**src/verilog/ptqm_consts.svh**
```systemverilog
// Register indices, field positions, reset values for the priority mapper.
// Assumes it is included by bare name after the package is compiled.
`ifndef PTQM_CONSTS_SVH
`define PTQM_CONSTS_SVH

// Register indices; the byte address on the bus is four times the index.
`define PTQM_IDX_TAG_MAP     8'h81
`define PTQM_IDX_SPLIT       8'h82
`define PTQM_IDX_STATUS      8'hF0
`define PTQM_ADDR_TAG_MAP    {`PTQM_IDX_TAG_MAP, 2'h0}
`define PTQM_ADDR_SPLIT      {`PTQM_IDX_SPLIT, 2'h0}
`define PTQM_ADDR_STATUS     {`PTQM_IDX_STATUS, 2'h0}
`define PTQM_ADDR_W          10

// Tag map field positions: tag four at the bottom, two bits per tag.
`define PTQM_TAG_FIELD_W     2
`define PTQM_TAG_FIRST       3'h4
`define PTQM_TAG_COUNT       4

// Split field and fixed read-back of the reserved bits around it.
`define PTQM_SPLIT_LSB       6
`define PTQM_SPLIT_MSB       7
`define PTQM_SPLIT_RSVD      8'h04

// Status register field positions.
`define PTQM_STAT_PRIO_LSB   0
`define PTQM_STAT_PRIO_MSB   1
`define PTQM_STAT_QHIGH      2
`define PTQM_STAT_TWOQ       3
`define PTQM_STAT_SEEN       4

// Reset values.
`define PTQM_TAG_MAP_RESET   8'hFA
`define PTQM_SPLIT_RESET     2'h2
`define PTQM_PRIO_RESET      2'h0

`endif

```
**src/verilog/ptqm_pkg.sv**
```systemverilog
// Types shared by the priority-to-queue mapper and its queue fold.
// Assumes nothing beyond a SystemVerilog compiler.
package ptqm_pkg;

	// One frame offered for classification.
	typedef struct packed {
		logic       valid;
		logic [2:0] tag;
		logic [1:0] low_tag_prio;
		logic [1:0] ds_prio;
		logic       use_ds;
	} ptqm_frame_type;

	// Classification answer for one frame.
	typedef struct packed {
		logic       valid;
		logic [1:0] prio;
		logic       queue_high;
	} ptqm_class_type;

	typedef enum logic {
		BUS_IDLE,
		BUS_ANSWER
	} ptqm_bus_state_type;

endpackage

```
**src/verilog/ptqm_queue_fold.sv**
```systemverilog
// Folds a 2-bit priority result into a low or high queue.
// Assumes the split field comes straight from the control register.
`timescale 1ns/10ps
module ptqm_queue_fold (
	input  logic       two_queue,
	input  logic [1:0] prio,
	input  logic [1:0] split,
	output logic       queue_high
);
	import ptqm_pkg::*;

	always_comb begin
		if (!two_queue) begin
			// In four-queue operation the result goes out unfolded.
			queue_high = 1'b0;
		end else begin
			case (prio)
				2'h0: queue_high = 1'b0;
				2'h1: queue_high = split[0];
				2'h2: queue_high = split[1];
				2'h3: queue_high = 1'b1;
				default: queue_high = 1'b0;
			endcase
		end
	end

endmodule

```
**src/verilog/ptqm_top.sv**
```systemverilog
// Frame priority classifier with 802.1p tag map and two-queue fold.
// Assumes an Avalon-MM master on the core clock and a frame source that
// presents one request per cycle with the lower-tag map already applied.
//
// The placing of the registers and the Avalon-MM interface to the registers were left to the implementer.
`timescale 1ns/10ps
`include "ptqm_consts.svh"

module ptqm_top (
	input  logic                    CLK,
	input  logic                    RESET,
	input  logic [`PTQM_ADDR_W-1:0] AVS_ADDRESS,
	input  logic                    AVS_READ,
	input  logic                    AVS_WRITE,
	input  logic [31:0]             AVS_WRITEDATA,
	input  logic [3:0]              AVS_BYTEENABLE,
	output logic [31:0]             AVS_READDATA,
	output logic                    AVS_WAITREQUEST,
	input  logic                    TWO_QUEUE,
	input  ptqm_pkg::ptqm_frame_type FRAME_IN,
	output ptqm_pkg::ptqm_class_type CLASS_OUT
);
	import ptqm_pkg::*;

	localparam int NTAG = `PTQM_TAG_COUNT;
	localparam int FW   = `PTQM_TAG_FIELD_W;

	ptqm_bus_state_type bus_state;
	ptqm_bus_state_type next_bus_state;
	logic [7:0]         tag_priority_map_low_tags;
	logic [1:0]         two_queue_split;
	logic [31:0]        read_word;
	logic               commit_write;
	logic               hit_tag_map;
	logic               hit_split;
	logic               hit_status;
	logic [1:0]         tag_field [NTAG];
	logic [1:0]         dot1p_prio;
	logic [1:0]         result_prio;
	logic               fold_high;
	logic [2:0]         tag_offset;
	logic [1:0]         last_prio;
	logic               last_high;
	logic               last_seen;

	// ------------------------------------------------------------------
	// Bus slave: every access waits exactly one cycle, so read data can
	// come from a flop without a combinational path from the address.
	// ------------------------------------------------------------------
	assign hit_tag_map = (AVS_ADDRESS == `PTQM_ADDR_TAG_MAP);
	assign hit_split   = (AVS_ADDRESS == `PTQM_ADDR_SPLIT);
	assign hit_status  = (AVS_ADDRESS == `PTQM_ADDR_STATUS);

	always_comb begin
		next_bus_state = bus_state;
		case (bus_state)
			BUS_IDLE: begin
				if (AVS_READ || AVS_WRITE) begin
					next_bus_state = BUS_ANSWER;
				end
			end
			BUS_ANSWER: begin
				next_bus_state = BUS_IDLE;
			end
			default: begin
				next_bus_state = BUS_IDLE;
			end
		endcase
	end

	always_ff @(posedge CLK or posedge RESET) begin
		if (RESET) begin
			bus_state <= BUS_IDLE;
		end else begin
			bus_state <= next_bus_state;
		end
	end

	// The request is released by the master right after the answering edge,
	// so waitrequest only drops during the answer cycle.
	assign AVS_WAITREQUEST = (AVS_READ || AVS_WRITE) &&
		(bus_state != BUS_ANSWER);

	assign commit_write = AVS_WRITE && (bus_state == BUS_ANSWER) &&
		AVS_BYTEENABLE[0];

	// Read multiplexer; unmapped addresses read as zero.
	always_comb begin
		read_word = 32'h0000_0000;
		if (hit_tag_map) begin
			read_word[7:0] = tag_priority_map_low_tags;
		end else if (hit_split) begin
			read_word[7:0] = `PTQM_SPLIT_RSVD;
			read_word[`PTQM_SPLIT_MSB:`PTQM_SPLIT_LSB] = two_queue_split;
		end else if (hit_status) begin
			read_word[`PTQM_STAT_PRIO_MSB:`PTQM_STAT_PRIO_LSB] = last_prio;
			read_word[`PTQM_STAT_QHIGH] = last_high;
			read_word[`PTQM_STAT_TWOQ]  = TWO_QUEUE;
			read_word[`PTQM_STAT_SEEN]  = last_seen;
		end
	end

	always_ff @(posedge CLK or posedge RESET) begin
		if (RESET) begin
			AVS_READDATA <= 32'h0000_0000;
		end else if (AVS_READ && (bus_state == BUS_IDLE)) begin
			AVS_READDATA <= read_word;
		end
	end

	// ------------------------------------------------------------------
	// Control registers.
	// ------------------------------------------------------------------
	always_ff @(posedge CLK or posedge RESET) begin
		if (RESET) begin
			tag_priority_map_low_tags <= `PTQM_TAG_MAP_RESET;
		end else if (commit_write && hit_tag_map) begin
			tag_priority_map_low_tags <= AVS_WRITEDATA[7:0];
		end
	end

	// The unsupported split code is stored as written; the fold then
	// applies the bits literally. Software is expected never to use it.
	always_ff @(posedge CLK or posedge RESET) begin
		if (RESET) begin
			two_queue_split <= `PTQM_SPLIT_RESET;
		end else if (commit_write && hit_split) begin
			two_queue_split <=
				AVS_WRITEDATA[`PTQM_SPLIT_MSB:`PTQM_SPLIT_LSB];
		end
	end

	// ------------------------------------------------------------------
	// 802.1p map: one field per tag from four upward.
	// ------------------------------------------------------------------
	genvar gi;
	generate
		for (gi = 0; gi < NTAG; gi++) begin : g_tag
			assign tag_field[gi] =
				tag_priority_map_low_tags[gi*FW +: FW];
		end
	endgenerate

	assign tag_offset = FRAME_IN.tag - `PTQM_TAG_FIRST;

	always_comb begin
		if (FRAME_IN.tag >= `PTQM_TAG_FIRST) begin
			dot1p_prio = tag_field[tag_offset[1:0]];
		end else begin
			// Lower tags come already mapped from the neighbouring map.
			dot1p_prio = FRAME_IN.low_tag_prio;
		end
	end

	assign result_prio = FRAME_IN.use_ds ? FRAME_IN.ds_prio : dot1p_prio;

	ptqm_queue_fold u_fold (
		.two_queue  (TWO_QUEUE),
		.prio       (result_prio),
		.split      (two_queue_split),
		.queue_high (fold_high)
	);

	// ------------------------------------------------------------------
	// Registered answer, one cycle after the frame is offered.
	// ------------------------------------------------------------------
	always_ff @(posedge CLK or posedge RESET) begin
		if (RESET) begin
			CLASS_OUT <= '0;
		end else begin
			CLASS_OUT.valid      <= FRAME_IN.valid;
			CLASS_OUT.prio       <= result_prio;
			CLASS_OUT.queue_high <= fold_high;
		end
	end

	// Status keeps the last classified frame for software inspection.
	always_ff @(posedge CLK or posedge RESET) begin
		if (RESET) begin
			last_prio <= `PTQM_PRIO_RESET;
			last_high <= 1'b0;
			last_seen <= 1'b0;
		end else if (FRAME_IN.valid) begin
			last_prio <= result_prio;
			last_high <= fold_high;
			last_seen <= 1'b1;
		end
	end

endmodule

```
**config.mk**
```make
export PLATFORM = sky130hd
export DESIGN_NAME = ptqm_top
export DESIGN_NICKNAME = d
export VERILOG_FILES = /design/src/verilog/ptqm_pkg.sv /design/src/verilog/ptqm_queue_fold.sv /design/src/verilog/ptqm_top.sv
export VERILOG_INCLUDE_DIRS = /design/src /design/src/verilog
export SDC_FILE = /design/constraint.sdc
export NUM_CORES = 1
export LEC_CHECK = 0
export BUFFER_PORTS_ARGS = -buffer_cell sky130_fd_sc_hd__buf_2
export CAP_MARGIN = 20
export CELL_PAD_IN_SITES_DETAIL_PLACEMENT = 0
export CELL_PAD_IN_SITES_GLOBAL_PLACEMENT = 2
export CORE_MARGIN = 5
export CORE_UTILIZATION = 21
export CTS_CLUSTER_DIAMETER = 60
export CTS_CLUSTER_SIZE = 30
export DETAILED_ROUTE_END_ITERATION = 12
export GPL_TIMING_DRIVEN = 0
export PLACE_DENSITY_LB_ADDON = 0.25
export REMOVE_ABC_BUFFERS = 1
export SETUP_SLACK_MARGIN = 0.3
export SYNTH_ARGS = -nofsm -noshare
export SYNTH_HDL_FRONTEND = slang
export SYNTH_SLANG_ARGS = --single-unit
export TNS_END_PERCENT = 30
```
**constraint.sdc**
```tcl
create_clock -name CLK -period 1.45 [get_ports CLK]
set_input_delay 0.29 -clock CLK [delete_from_list [all_inputs] [get_ports CLK]]
set_output_delay 0.29 -clock CLK [all_outputs]
set_load 0.03 [all_outputs]
```
==> impl_metrics.json <==
{
  "outcome": "complete, but fails checks",
  "violations": "negative setup slack",
  "layout.nets": 236,
  "vias": 1050,
  "dp.cells": 247,
  "p_seq_share_pct": 48.6,
  "clkPwrFrac_pct": 24.6,
  "fin_ws_ps": -373.4,
  "power.switching_mw": 0.5608,
  "insertion_delay_ps": 270,
  "powerDensity_nw_per_um2": 917.0,
  "setup_violations": 21,
  "slew_headroom_pct": 57.05,
  "hold_viol_final": 0,
  "start_util_pct": 21.34,
  "synthTopCellsByCount": "buf_4, dfrtp_1, mux2_2, nor2_1",
  "setup.worst_path.start_class": "input pin",
  "io_pins": 97,
  "grt_max_degree": 28,
  "drt_first_pass_iters": 4,
  "maxCapViolations": 0,
  "synth-seq-area-share_pct": 47.73,
  "numPortBuffers": 45,
  "arrival_ps": 1980,
  "wl_per_cell_um": 13.91,
  "fin_util_pct": 28.08,
  "worst-setup-path-type": "input pin to flip-flop",
  "vias_per_cell": 4.118,
  "synth-seq-cells": 27,
  "critical-path-top-delay-family": "simple AND/OR/NAND/NOR gates",
  "skew_ps": 2.923,
  "ys.flop_type": "dfrtp_1",
  "ir_worst_vdd_v": 0.0005893,
  "die_area_um2": 8580,
  "antenna_found_initial": 0,
  "die_x_um": 92.63,
  "place_area_um2": 1647,
  "grt_pass1_wl_um": 5823,
  "combPwrFrac_pct": 26.8,
  "cp_data_required_time_ps": 1610,
  "switching_share_pct": 32.41,
  "cts_tree": "built",
  "crit_slowest_cell": "or4b_4",
  "yosysMostFrequentCell": "buf_4",
  "core-area_um2": 6719,
  "area_delta_synth_final_pct": 31.59,
  "h-tree-depth": 1,
  "fin_area_um2": 1887,
  "tightest_slew_ps": 641.3,
  "drt_iter0_drc": 24,
  "cp-end-kind": "flip-flop",
  "rsz0062_at_grt": "yes",
  "p_int_mw": 1.169,
  "route.detailed.drc": 0,
  "cp_cell_sequence": "buf_6 -> or4b_4 -> nor4b_4 -> and4_4 -> mux2_4",
  "drtAntennaViolNets": 0,
  "cts_root_buffer": "clkbuf_8",
  "power.leakage_nw": 0.8813,
  "synth_top_area_share_pct": 34.90,
  "drt_wl_total_um": 3546,
  "drive_above_1_share_pct": 49.71,
  "power_mw": 1.730,
  "cts_max_path_buffers": 2,
  "critPathMaxStageDelay_ps": 550,
  "die_y_um": 92.63,
  "slew_viol_final": 0,
  "fillers": 720,
  "hold_class": "input pin to flip-flop",
  "period_needed_ps": 1823,
  "place_congestion": 0.7237,
  "timing.critical_path.buf_inv": 1,
  "dpl.hpwl_um": 2755,
  "synthArstFlopShare_pct": 100.0,
  "antenna_cells": 0,
  "stdcell_count": 255,
  "cts_buffers": 3,
  "path_max_fanout": 8,
  "grt_overflow": 0,
  "grt_usage_pct": 8.500,
  "clock-sinks": 27,
  "synth.area.top_cells": "dfrtp_1, dfstp_2, buf_4, mux2_2, a22oi_1",
  "hold_slack_ps": 213.4,
  "yosys.area.top_type": "dfrtp_1",
  "grt_pass1_vias": 1173,
  "placementRows": 30,
  "fin_crit_sh_pct": 125.8,
  "netlist_area_um2": 1434,
  "ys.warnings.count": 0,
  "fmax_mhz": 548.4,
  "ys_types": 38,
  "synth_area_per_cell_um2": 11.38,
  "clk_pin_slew_ps": 90,
  "syn-instance-count": 126,
  "synth_edf_count": 0
}
==> logic make-up after synthesis <==
kind of cell	share of synthesized area (%)
mux	12.39
compound gates	10.82
simple gates	13.87
flops	47.73
other cells	0.2615
buf+inv	14.92
==> area by class of cell <==
| class | count | area (um^2) | share of cell area [%] |
|---|---|---|---|
| clock inverter | 1 | 5.005 | 0.2653 |
| tap | 80 | 100.1 | 5.305 |
| multi-input combinational | 91 | 695.7 | 36.87 |
| timing repair buffer | 49 | 345.3 | 18.30 |
| clock buffer | 3 | 41.29 | 2.188 |
| sequential | 27 | 684.4 | 36.27 |
| inverter | 4 | 15.01 | 0.7958 |
==> registers in the layout (all words and copies together) (netlist names) <==
name / count
tag_priority_map_low_tags: 8
last_prio: 2
last_seen: 1
AVS_READDATA: 8
last_high: 1
two_queue_split: 2
bus_state: 1
CLASS_OUT: 4
==> cells in the final DEF, fill, tap and decap left out, types with 2 or more instances in the layout <==
cell type | Yosys | layout
inv_1 | 4 | 4
nand2b_1 | 4 | 4
nor4_4 | 0 | 2
mux2_4 | 0 | 4
mux2i_1 | 2 | 2
buf_2 | 0 | 33
a22oi_1 | 6 | 6
nand2_1 | 2 | 2
buf_6 | 1 | 10
conb_1 | 1 | 24
dfrtp_1 | 20 | 20
a21oi_1 | 7 | 7
dfstp_2 | 7 | 7
nor2_1 | 9 | 8
buf_4 | 24 | 4
mux2_2 | 11 | 7
clkbuf_8 | 0 | 3
==> through the flow <==
step                      setup TNS (ps)  setup slack (ps)
after floorplan                    -7824            -697.0
after global placement            -16700             -1150
after detailed placement          -16830             -1162
after CTS                          -5023            -359.8
after global routing               -5322            -388.4
final                              -4465            -373.4
==> power by group through the flow <==
stage	sequential [mW]	clock [mW]	combinational (mW)
4_1_cts	0.837	0.446	0.418
5_1_grt	0.851	0.474	0.502
3_5_place_dp	0.850	0	0.390
3_3_place_gp	0.847	0	0.386
2_1_floorplan	0.930	0	0.177
6_report	0.842	0.425	0.463
==> routing by layer <==
| metal | global-route usage (%) | up-vias | part of all wire, % |
|---|---|---|---|
| li1 | - | 499 | - |
| met1 | 10.26 | 504 | 42 |
| met2 | 15.23 | 45 | 49 |
| met3 | 2.843 | 2 | 7.9 |
| met4 | 0.7326 | 0 | 0.23 |
| met5 | 0 | - | 0 |
==> final timing paths <==
path	start	endpoint	slack [ps]	cells after the start
max	AVS_ADDRESS[0]	tag_priority_map_low_tags[2]	-370	5
min in group asynchronous	RESET	last_prio[1]	470	3
max in group asynchronous	RESET	tag_priority_map_low_tags[6]	510	4
min	FRAME_IN[8]	CLASS_OUT[3]	210	1
max reg2reg	tag_priority_map_low_tags[1]	last_high	-70	4
min reg2reg	last_seen	last_seen	480	1
==> what timing repair did <==
item | CTS | global route
buffers inserted | 2 | 0
pin swaps | 11 | 5
endpoints found under the setup margin | 25 | 33
gates resized for setup | 19 | 26
hold endpoints to repair | 0 | 3
hold buffers | 0 | 1
No activity file was read; power rests on OpenSTA's default activity.
